$ cat config.mk
export PLATFORM = sky130hd
export DESIGN_NAME = rrm_bit_mapper
export DESIGN_NICKNAME = d
export VERILOG_FILES = /design/src/rtl/rrm_pkg.sv /design/src/rtl/rrm_buf_if.sv /design/src/rtl/rrm_bit_mapper.sv /design/src/rtl/rrm_byte_buffer.sv
export VERILOG_INCLUDE_DIRS = /design/src /design/src/rtl
export SDC_FILE = /design/constraint.sdc
export NUM_CORES = 1
export LEC_CHECK = 0
export BUFFER_PORTS_ARGS = -buffer_cell sky130_fd_sc_hd__clkbuf_2
export CORE_AREA = 2 2 147 149
export CTS_CLUSTER_DIAMETER = 200
export DETAILED_ROUTE_END_ITERATION = 10
export DIE_AREA = 0 0 149 151
export GPL_TIMING_DRIVEN = 1
export PLACE_DENSITY = 0.79
export SETUP_SLACK_MARGIN = 0.4
export SLEW_MARGIN = 20
export SYNTH_ARGS = -nofsm -noshare
export SYNTH_HDL_FRONTEND = slang
export SYNTH_HIERARCHICAL = 1
export SYNTH_SLANG_ARGS = --single-unit
$ cat constraint.sdc
create_clock -name aclk -period 6.4 [get_ports aclk]
set_input_delay 0.64 -clock aclk [delete_from_list [all_inputs] [get_ports aclk]]
set_output_delay 0.64 -clock aclk [all_outputs]
set_load 0.02 [all_outputs]
$ cat src/rtl/rrm_cfg.svh
// register map, field positions, reset values and timing counts
// assumes a 100 MHz aclk and a 32-bit AXI4-Lite register bus
`ifndef RRM_CFG_SVH
`define RRM_CFG_SVH

`define RRM_OFF_CTRL1  5'h00
`define RRM_OFF_CTRL4  5'h04
`define RRM_OFF_CTRL5  5'h08
`define RRM_OFF_CTRL6  5'h0C
`define RRM_OFF_TXDATA 5'h10
`define RRM_OFF_RXDATA 5'h14
`define RRM_OFF_STATUS 5'h18

`define RRM_C1_OPL  0
`define RRM_C1_OPH  1
`define RRM_C1_IRL  2
`define RRM_C1_IRH  3
`define RRM_C1_PAT  4
`define RRM_C1_TRN  5
`define RRM_C4_ASK  0
`define RRM_C4_LIMIT_SCALE_SEL 1
`define RRM_C6_BR   6

`define RRM_CTRL1_RST 6'h00
`define RRM_CTRL4_RST 2'h0
`define RRM_CTRL5_RST 6'h00
`define RRM_CTRL6_RST 8'h00

`define RRM_DEPTH 5'h10
`define RRM_THR_0  5'h00
`define RRM_THR_4  5'h04
`define RRM_THR_8  5'h08
`define RRM_THR_12 5'h0C

`define RRM_CLK_NS      10
`define RRM_HALF_BIT_NS 25000

`endif

$ cat src/rtl/rrm_pkg.sv
// types shared by the bit mapper and its byte buffer
// assumes nothing of its surroundings
package rrm_pkg;
    typedef logic [7:0] rrm_byte_t;
    typedef enum logic [2:0] {
        ST_IDLE   = 3'b001,
        ST_START  = 3'b010,
        ST_ACTIVE = 3'b100
    } rrm_state_e;
    typedef enum logic [2:0] {
        R_C1, R_C4, R_C5, R_C6, R_TX, R_RX, R_ST, R_NONE
    } rrm_reg_e;
endpackage : rrm_pkg
$ cat src/rtl/rrm_buf_if.sv
// carrier between the mapper and its byte buffer
// assumes both ends on the same aclk
`timescale 1ns/100ps
interface rrm_buf_if import rrm_pkg::*; ();
    logic      push;
    rrm_byte_t wdata;
    logic      pop;
    logic      clear;
    rrm_byte_t head;
    logic [4:0] count;
    modport ctl (output push, wdata, pop, clear, input head, count);
    modport mem (input push, wdata, pop, clear, output head, count);
endinterface : rrm_buf_if

$ cat src/rtl/rrm_bit_mapper.sv
// transceiver data path: tx start-up, byte serialiser, rx bit mapper
// assumes AXI4-Lite master on aclk; pins asynchronous to aclk
// Contract
// - op bits high=0 low=1 request transmit; device enters transmit.
// - start-up phase with synthesizer on; active only after lock.
// - host byte loads accepted in start-up and active transmit.
// - sending starts automatically with a byte buffered, msb first.
// - pending count up per load, down per sent byte, readable.
// - interrupt when count falls to the selected level.
// - levels are empty, 4, 8 or 12 bytes.
// - control 1/4/5/6 write in operation clears buffer and count.
// - transparent bit disables buffer, modulates from input pin.
// - pattern bit sends buffer bits as nrz levels.
// - coded mode sends 1 as low-to-high, 0 as high-to-low.
// - transparent transmit: pin 1 high level, 0 low level.
// - fsk receive: rising transition stores 1, falling stores 0.
// - ask receive: off-to-on stores 1, on-to-off stores 0.
// - transparent receive drives received level, stores nothing.
// - transparent output only while chip select is low.
// - buffer holds 16 bytes; more overwrites stored ones.
`timescale 1ns/100ps
`include "rrm_cfg.svh"
module rrm_bit_mapper import rrm_pkg::*; #(
    parameter int unsigned HALF_BIT_CYC = `RRM_HALF_BIT_NS / `RRM_CLK_NS
) (
    input  wire logic        aclk,
    input  wire logic        aresetn,
    input  wire logic [4:0]  awaddr,
    input  wire logic        awvalid,
    output wire logic        awready,
    input  wire logic [31:0] wdata,
    input  wire logic [3:0]  wstrb,
    input  wire logic        wvalid,
    output wire logic        wready,
    output wire logic [1:0]  bresp,
    output wire logic        bvalid,
    input  wire logic        bready,
    input  wire logic [4:0]  araddr,
    input  wire logic        arvalid,
    output wire logic        arready,
    output wire logic [31:0] rdata,
    output wire logic [1:0]  rresp,
    output wire logic        rvalid,
    input  wire logic        rready,
    input  wire logic        synth_lock,
    input  wire logic        rf_demod_level,
    input  wire logic        serial_cs_n,
    input  wire logic        serial_in_transparent_in,
    output wire logic        synth_en,
    output wire logic        rf_mod_level,
    output wire logic        rf_mod_en,
    output wire logic        serial_out_transparent_out,
    output wire logic        serial_out_transparent_out_en,
    output wire logic        irq
);
    rrm_buf_if bif ();
    rrm_byte_buffer u_buf (.aclk(aclk), .aresetn(aresetn), .bus(bif));

    logic [3:0]  sy1_q, sy2_q;
    logic        lock_s, demod_s, cs_n_s, tmdi_s;
    logic [5:0]  c1_q, c1_d, c5_q, c5_d;
    logic [1:0]  c4_q, c4_d;
    logic [7:0]  c6_q, c6_d;
    rrm_state_e  st_q, st_d;
    logic [15:0] half_q, half_d;
    rrm_byte_t   sh_q, sh_d, rsh_q, rsh_d;
    logic [2:0]  idx_q, idx_d, rbits_q, rbits_d;
    logic        phase_q, phase_d, busy_q, busy_d, first_q, first_d;
    logic        mod_q, mod_d, men_q, men_d, irq_q, irq_d, tout_q;
    logic        awv_q, awv_d, wv_q, wv_d, ws_q, ws_d, bv_q, bv_d, rv_q, rv_d;
    logic [4:0]  awa_q, awa_d;
    logic [31:0] wd_q, wd_d, rd_q, rd_d;
    logic [1:0]  br_q, br_d, rr_q, rr_d;
    logic        tick, irq_set, irq_clr, ctl_wr, wr_go;
    logic        tx_req, rx_mode, pat, transp;
    rrm_reg_e    wsel, rsel;

    function automatic rrm_reg_e reg_sel(input logic [4:0] a);
        case (a)
            `RRM_OFF_CTRL1:  return R_C1;
            `RRM_OFF_CTRL4:  return R_C4;
            `RRM_OFF_CTRL5:  return R_C5;
            `RRM_OFF_CTRL6:  return R_C6;
            `RRM_OFF_TXDATA: return R_TX;
            `RRM_OFF_RXDATA: return R_RX;
            `RRM_OFF_STATUS: return R_ST;
            default:         return R_NONE;
        endcase
    endfunction : reg_sel

    function automatic logic [15:0] half_len(input logic [1:0] br);
        return 16'(HALF_BIT_CYC << (2'd3 - br));
    endfunction : half_len

    function automatic logic [4:0] thr(input logic [1:0] lv);
        case (lv)
            2'b00:   return `RRM_THR_0;
            2'b01:   return `RRM_THR_4;
            2'b10:   return `RRM_THR_8;
            default: return `RRM_THR_12;
        endcase
    endfunction : thr

    always_ff @(posedge aclk)
    begin
        if (!aresetn)
        begin
            sy1_q <= 4'h2;
            sy2_q <= 4'h2;
        end
        else
        begin
            sy1_q <= {synth_lock, rf_demod_level, serial_cs_n, serial_in_transparent_in};
            sy2_q <= sy1_q;
        end
    end

    assign {lock_s, demod_s, cs_n_s, tmdi_s} = sy2_q;
    assign tx_req  = !c1_q[`RRM_C1_OPH] && c1_q[`RRM_C1_OPL];
    assign rx_mode = c1_q[`RRM_C1_OPH] && c1_q[`RRM_C1_OPL];
    assign pat     = c1_q[`RRM_C1_PAT];
    assign transp  = c1_q[`RRM_C1_TRN];
    assign wr_go   = awv_q && wv_q && !bv_q;
    assign wsel    = reg_sel(awa_q);
    assign rsel    = reg_sel(araddr);

    always_comb
    begin
        {c1_d, c4_d, c5_d, c6_d} = {c1_q, c4_q, c5_q, c6_q};
        st_d = st_q;     half_d = half_q;   sh_d = sh_q;   rsh_d = rsh_q;
        idx_d = idx_q;   rbits_d = rbits_q; phase_d = phase_q;
        busy_d = busy_q; first_d = first_q; mod_d = mod_q;
        awv_d = awv_q;   awa_d = awa_q;     wv_d = wv_q;   wd_d = wd_q;
        ws_d = ws_q;     bv_d = bv_q;       br_d = br_q;
        rv_d = rv_q;     rd_d = rd_q;       rr_d = rr_q;
        tick = 1'b0;     irq_set = 1'b0;    irq_clr = 1'b0; ctl_wr = 1'b0;
        bif.push = 1'b0; bif.pop = 1'b0;    bif.clear = 1'b0;
        bif.wdata = wd_q[7:0];
        if (awvalid && awready)
        begin
            awv_d = 1'b1;
            awa_d = awaddr;
        end
        if (wvalid && wready)
        begin
            wv_d = 1'b1;
            wd_d = wdata;
            ws_d = wstrb[0];
        end
        if (bv_q && bready)
            bv_d = 1'b0;
        if (wr_go)
        begin
            awv_d = 1'b0;
            wv_d  = 1'b0;
            bv_d  = 1'b1;
            br_d  = (wsel == R_NONE) ? 2'b10 : 2'b00;
            if (ws_q)
            begin
                case (wsel)
                    R_C1:    c1_d = wd_q[5:0];
                    R_C4:    c4_d = wd_q[1:0];
                    R_C5:    c5_d = wd_q[5:0];
                    R_C6:    c6_d = wd_q[7:0];
                    default: ;
                endcase
                ctl_wr = (wsel == R_C1) || (wsel == R_C4) || (wsel == R_C5)
                         || (wsel == R_C6);
                if (wsel == R_TX && tx_req && st_q != ST_IDLE && !transp)
                begin
                    bif.push = 1'b1;
                    irq_clr  = 1'b1;
                end
            end
        end
        if (rv_q && rready)
            rv_d = 1'b0;
        if (arvalid && arready)
        begin
            rv_d = 1'b1;
            rr_d = (rsel == R_NONE) ? 2'b10 : 2'b00;
            case (rsel)
                R_C1:    rd_d = {26'h0, c1_q};
                R_C4:    rd_d = {30'h0, c4_q};
                R_C5:    rd_d = {26'h0, c5_q};
                R_C6:    rd_d = {24'h0, c6_q};
                R_RX:    rd_d = {24'h0, bif.head};
                R_ST:    rd_d = {21'h0, st_q, busy_q, lock_s, 1'b0, bif.count};
                default: rd_d = 32'h0;
            endcase
            if (rsel == R_RX && rx_mode)
            begin
                bif.pop = 1'b1;
                irq_clr = 1'b1;
            end
        end
        case (st_q)
            ST_IDLE:   if (tx_req) st_d = ST_START;
            ST_START:  if (!tx_req) st_d = ST_IDLE; else if (lock_s) st_d = ST_ACTIVE;
            ST_ACTIVE: if (!tx_req) st_d = ST_IDLE;
            default:   st_d = ST_IDLE;
        endcase
        if ((st_q == ST_ACTIVE && busy_q) || rx_mode)
        begin
            if (half_q == 16'h0)
            begin
                tick   = 1'b1;
                half_d = half_len(c6_q[`RRM_C6_BR+:2]) - 16'h1;
            end
            else
                half_d = half_q - 16'h1;
        end
        if (st_q == ST_ACTIVE)
        begin
            if (transp)
                mod_d = tmdi_s;
            else if (!busy_q)
            begin
                if (bif.count != 5'h00)
                begin
                    sh_d    = bif.head;
                    idx_d   = 3'd7;
                    phase_d = 1'b0;
                    busy_d  = 1'b1;
                    half_d  = half_len(c6_q[`RRM_C6_BR+:2]) - 16'h1;
                    mod_d   = pat ? bif.head[7] : !bif.head[7];
                end
            end
            else if (tick)
            begin
                if (!phase_q)
                begin
                    phase_d = 1'b1;
                    mod_d   = sh_q[7];
                end
                else
                begin
                    phase_d = 1'b0;
                    if (idx_q == 3'd0)
                    begin
                        bif.pop = 1'b1;
                        busy_d  = 1'b0;
                        irq_set = !bif.push && (bif.count - 5'h01 == thr(c1_q[`RRM_C1_IRH-:2]));
                    end
                    else
                    begin
                        sh_d  = {sh_q[6:0], 1'b0};
                        idx_d = idx_q - 3'd1;
                        mod_d = pat ? sh_q[6] : !sh_q[6];
                    end
                end
            end
        end
        if (rx_mode && !transp && tick)
        begin
            if (!phase_q)
            begin
                phase_d = 1'b1;
                first_d = demod_s;
            end
            else
            begin
                phase_d = 1'b0;
                if (demod_s != first_q)
                begin
                    rsh_d   = {rsh_q[6:0], demod_s};
                    rbits_d = rbits_q + 3'd1;
                    if (rbits_q == 3'd7)
                    begin
                        bif.push  = 1'b1;
                        bif.wdata = {rsh_q[6:0], demod_s};
                        irq_set   = !bif.pop && (bif.count + 5'h01 == thr(c1_q[`RRM_C1_IRH-:2]));
                    end
                end
            end
        end
        if (ctl_wr && (c1_q[1:0] != 2'b00))
        begin
            bif.clear = 1'b1;
            busy_d    = 1'b0;
            phase_d   = 1'b0;
            rbits_d   = 3'd0;
            irq_set   = 1'b0;
            irq_clr   = 1'b1;
        end
        men_d = (st_q == ST_ACTIVE) && (transp || busy_d);
        irq_d = irq_set || (irq_q && !irq_clr);
    end

    always_ff @(posedge aclk)
    begin
        if (!aresetn)
        begin
            c1_q <= `RRM_CTRL1_RST;  c4_q <= `RRM_CTRL4_RST;
            c5_q <= `RRM_CTRL5_RST;  c6_q <= `RRM_CTRL6_RST;
            st_q <= ST_IDLE;    half_q <= 16'h0;  sh_q <= 8'h00;  rsh_q <= 8'h00;
            idx_q <= 3'd0;      rbits_q <= 3'd0;  phase_q <= 1'b0; busy_q <= 1'b0;
            first_q <= 1'b0;    mod_q <= 1'b0;    men_q <= 1'b0;  irq_q <= 1'b0;
            tout_q <= 1'b0;     awv_q <= 1'b0;    awa_q <= 5'h00; wv_q <= 1'b0;
            wd_q <= 32'h0;      ws_q <= 1'b0;     bv_q <= 1'b0;   br_q <= 2'b00;
            rv_q <= 1'b0;       rd_q <= 32'h0;    rr_q <= 2'b00;
        end
        else
        begin
            {c1_q, c4_q, c5_q, c6_q} <= {c1_d, c4_d, c5_d, c6_d};
            st_q <= st_d;       half_q <= half_d; sh_q <= sh_d;   rsh_q <= rsh_d;
            idx_q <= idx_d;     rbits_q <= rbits_d; phase_q <= phase_d;
            busy_q <= busy_d;   first_q <= first_d; mod_q <= mod_d;
            men_q <= men_d;     irq_q <= irq_d;   tout_q <= demod_s;
            awv_q <= awv_d;     awa_q <= awa_d;   wv_q <= wv_d;   wd_q <= wd_d;
            ws_q <= ws_d;       bv_q <= bv_d;     br_q <= br_d;
            rv_q <= rv_d;       rd_q <= rd_d;     rr_q <= rr_d;
        end
    end

    assign awready    = !awv_q && !bv_q;
    assign wready     = !wv_q && !bv_q;
    assign arready    = !rv_q;
    assign {bvalid, bresp, rvalid, rdata, rresp} = {bv_q, br_q, rv_q, rd_q, rr_q};
    assign synth_en     = (st_q != ST_IDLE) || rx_mode;
    assign rf_mod_level = mod_q;
    assign rf_mod_en    = men_q;
    assign irq          = irq_q;
    // level out only with select low
    assign serial_out_transparent_out    = tout_q;
    assign serial_out_transparent_out_en = rx_mode && transp && !cs_n_s;
endmodule : rrm_bit_mapper

$ cat src/rtl/rrm_byte_buffer.sv
// sixteen-byte circular buffer with pending-byte count
// assumes one push and one pop at most per cycle
`timescale 1ns/100ps
`include "rrm_cfg.svh"
module rrm_byte_buffer import rrm_pkg::*; (
    input wire logic aclk,
    input wire logic aresetn,
    rrm_buf_if.mem   bus
);
    rrm_byte_t  mem_q [16];
    rrm_byte_t  mem_d [16];
    logic [3:0] wr_q, wr_d, rd_q, rd_d;
    logic [4:0] cnt_q, cnt_d;
    logic       do_pop;
    logic       full;

    always_comb
    begin
        mem_d  = mem_q;
        wr_d   = wr_q;
        rd_d   = rd_q;
        do_pop = bus.pop && (cnt_q != 5'h00);
        full   = (cnt_q == `RRM_DEPTH) && !do_pop;
        cnt_d  = cnt_q;
        if (bus.clear)
        begin
            wr_d  = 4'h0;
            rd_d  = 4'h0;
            cnt_d = 5'h00;
        end
        else
        begin
            if (bus.push)
            begin
                mem_d[wr_q] = bus.wdata;
                wr_d        = wr_q + 4'h1;
            end
            if (do_pop || (bus.push && full))
                rd_d = rd_q + 4'h1;
            if (bus.push && !full && !do_pop)
                cnt_d = cnt_q + 5'h01;
            else if (do_pop && !bus.push)
                cnt_d = cnt_q - 5'h01;
        end
    end

    always_ff @(posedge aclk)
    begin
        if (!aresetn)
        begin
            for (int i = 0; i < 16; i++)
                mem_q[i] <= 8'h00;
            wr_q  <= 4'h0;
            rd_q  <= 4'h0;
            cnt_q <= 5'h00;
        end
        else
        begin
            mem_q <= mem_d;
            wr_q  <= wr_d;
            rd_q  <= rd_d;
            cnt_q <= cnt_d;
        end
    end

    assign bus.head  = mem_q[rd_q];
    assign bus.count = cnt_q;
endmodule : rrm_byte_buffer

==> summary.md <==
| Metric | Value |
|---|---|
| Status | finished, final reports clean |
| Synthesis Warnings | 6 |
| Setup Skew | about 0.012 ns |
| Row Count | 53 |
| Pin count of the biggest net entering global routing | 96 |
| DIE HEIGHT | ~150 um |
| CTS Buffer Depth | 3 |
| Synth-to-layout area growth | 8.853% |
| Reg-to-reg startpoint | half_q[0] |
| Uppermost layer routed | met4 |
| Post-synthesis register bit count | ~250 |
| Via count | between 10k and 15k |
| Number of diodes | 0 |
| Pre-antenna DRT Iters | 5 |
| DRC Markers | 0 |
| Fill cells | 1705 |
| Crit-path max FO | 17 |
| Vias per cell | ~6 |
| Share of post-route cells with drive strength above 1 | 0.1362 |
| CTS tree | done |
| Chip width | around 150 um |
| Synth top area share | 0.4026 |
| Clock-pin slew on the worst setup and hold paths | around 0.060 ns |
| Met1 wire length | about 13000 um |
| Final Hold Viols | 0 |
| Initial Utilization | 0.5946 |
| Htree depth | 1 |
| CP endpoint kind | register |
| DR iter-0 viols | around 780 |
| Die ar. | between 20000 and 25000 um2 |
| Max rail drop VDD | 0.2425 mV |
| Root Buffer | clkbuf_16 |
| RePlAce Congestion | approximately 0.86 |
| Avg Cell Area, Syn | 8.965 um2 |
| Arr. time, crit path | 4.74 ns |
| Hold WC Path Type | in2reg |
| Leakage | approximately 4.8 nW |
| Setup TNS | 0 ns |
| Post-DP HPWL | 19600 um |
| Wire length on met2 | around 14000 um |
| Post-synth EDFFs | 0 |
| Antenna violations before repair | 0 |
| Num CTS Buffers | 26 |
| Startpoint Class | register |
| R2R Setup Slk | between 2 and 2.5 ns |
| CTS Hold Bufs | 0 |
| WL met3 | a little over 2000 um |
| Final critical-path required period | 4.338 ns |
| # IOs | 104 |
| Critical Path RT | a little under 7 ns |
| Cts repair resizes | 0 |
| Ys flop type | dfxtp_1 |
| Core area | roughly 21000 um2 |
| Antenna-violating nets left | 0 |
| Final setup fails | 0 |
| CTS sink count | around 250 |
| Average wire per standard cell | around 18 um |
| Slew Viols, Final | 0 |
| Min-delay src | serial_cs_n |
| Post-synthesis instance area | 12380 um2 |
| WL final | approximately 30000 um |
| R2R cell count | 14 |
| Total power | around 3.3 mW |
| Nets@finish | roughly 1.4k |
| Ys async rst share | 0 |
| Ranking of synthesized cells by area | dfxtp_1 40%, a21boi_0 7.7%, nand2_1 6.7% |
| Clk_lat worst skew | 0.53 ns |
| Setup Buffers After CTS | 0 |
| Vias in the first global route | around 9.4k |
| Input/output buffers | 53 |
| Setup CP Type | reg2reg |
| Peak Freq | 230.5 MHz |
| Hold Path Cell Cnt | 2 |
| Cells after synthesis | roughly 1.4k |
| R2R Path End | u_buf/bus.count[4] |
| Least-Margin Pin Slew | roughly 0.96 ns |
| Slew HR | 0.3562 |
| PwrDens | roughly 250 nW/um2 |
| Worst Hold End | sy1_q[1] |
| Area leader, netlist | dfxtp_1 |
| Total GRT Usage | 0.2636 |
| Sequential fraction of the synthesis area | 0.4026 |
| Global-route wire length before repair | between 40000 and 50000 um |
| RSZ-0062 raised after global routing | false |
| Max_cap viols | 0 |
| Synth cell types | 90 |
| Total gr overflow | 0 |
| Post-route clock period utilization | 0.6778 |
-- layer usage --
| metal | track usage | vias up |
|---|---|---|
| li1 | - | 4819 |
| met1 | 0.3546 | 4841 |
| met2 | 0.4403 | 393 |
| met3 | 0.03223 | 63 |
| met4 | 0.09333 | 0 |
| met5 | 0 | - |
-- power breakdown --
group | internal [mW] | switching (mW)
clock | 1.02 | 0.603
combinational | 0.0381 | 0.0869
sequential | 1.56 | 0.0131
total | 2.61 | 0.703
-- worst max-delay path: stages (launching register included) --
cell	delay, ns
dfxtp_1	0.35
inv_1	0.09
ha_1	0.20
nor4b_2	0.16
and4_1	0.38
and2_1	0.37
nand2b_1	0.53
nor2b_1	0.29
mux2i_1	0.56
inv_2	0.12
fa_1	0.42
nand2b_1	0.19
a21o_1	0.19
a311oi_1	0.27
nand3_1	0.10
-- cell type report --
cell class              count  area (um2)  share of cell area
clock inverters             5       125.1            0.009284
multi-input cells         997        6761              0.5017
flip-flops and latches    249        4986              0.3700
well taps                 275       344.1             0.02553
inverters                  23       86.33            0.006406
repair buffers             67       372.9             0.02767
clock buffers              39       800.8             0.05942
-- placed cells by master, fill, tap and decap left out, drive strengths merged, types with 4 or more instances in the layout --
cell type    n
nor3        11
o21ai       27
a211oi       7
bufinv       4
or4          4
nor2        75
a21oi       34
dfxtp      249
a22oi       24
nor4        11
mux2i       50
nand3      149
xor2         7
xnor2       11
or3          4
a31oi       10
and3         4
a22o         6
nor3b        4
inv         23
mux2        16
nand2b      10
ha          22
clkbuf      91
a221oi       5
mux4        32
nand2      220
buf         15
a21boi     135
nand4        8
nor2b        9
and4b        5
and2        16
conb        23
-- cells by family (layout without fill, tap and decap cells) --
kind of cell / Yosys count / after routing / share of synthesized area
AOI/OAI and AO/OA: 284 / 284 / 0.1687
xor gates and xnor gates: 18 / 18 / 0.01273
adders and majority gates: 23 / 23 / 0.02385
buffers and inverters: 157 / 134 / 0.05912
DFF: 249 / 249 / 0.4026
muxes: 98 / 98 / 0.1132
other: 1 / 23 / 0.0003029
and+or+nand+nor: 551 / 551 / 0.2195
-- stage by stage --
stage,instances,hold WS (ns),util,worst slack [ns],instance area (um2)
floorplan,1403,0.3863,-,2.935,12460
global placement,1611,0.3936,0.6028,2.221,12550
detailed placement,1611,0.3988,0.6028,2.145,12550
CTS,1655,0.2839,0.6472,2.118,13480
global route,1655,0.2973,0.6472,1.677,13480
finish,1655,0.2932,0.6472,2.062,13480
-- sequential cells by signal, indices dropped and copies added (netlist names), 2 cells and up --
signal / count
rsh_q: 7
u_buf/rd_q: 4
sy1_q: 4
rbits_q: 3
c1_q: 6
c5_q: 6
awa_q: 5
sh_q: 8
rdata: 11
c4_q: 2
c6_q: 8
st_q: 3
wd_q: 8
sy2_q: 4
u_buf/bus.count: 5
u_buf/wr_q: 4
half_q: 16
u_buf/mem_q: 128
idx_q: 3
-- worst max path at each step --
stage	start	endpoint	slack, ns	depth (start not counted)
2_1_floorplan	araddr[1]	u_buf/bus.count[4]	2.94	13
3_3_place_gp	half_q[0]	u_buf/bus.count[4]	2.22	14
3_5_place_dp	half_q[0]	u_buf/bus.count[4]	2.14	14
4_1_cts	half_q[0]	u_buf/bus.count[4]	2.12	14
5_1_grt	half_q[0]	u_buf/bus.count[4]	1.68	14
6_report	half_q[0]	u_buf/bus.count[4]	2.06	14
-- cell usage after synthesis (8+ instances only) --
| cell | number |
|---|---|
| buf_4 | 25 |
| a21boi_0 | 127 |
| dfxtp_1 | 249 |
| a31oi_1 | 9 |
| a21oi_1 | 32 |
| inv_1 | 21 |
| and2_1 | 16 |
| nor2b_1 | 9 |
| nand4_1 | 8 |
| mux2i_1 | 50 |
| mux4_2 | 32 |
| o21ai_0 | 20 |
| buf_1 | 21 |
| nand2_1 | 220 |
| nand3_1 | 149 |
| buf_2 | 27 |
| nand2b_1 | 10 |
| xnor2_1 | 11 |
| nor3_1 | 10 |
| a22oi_1 | 24 |
| nor2_1 | 72 |
| mux2_2 | 16 |
| clkbuf_1 | 59 |
| ha_1 | 22 |
Note: power is estimated with default switching activity, not from simulation.
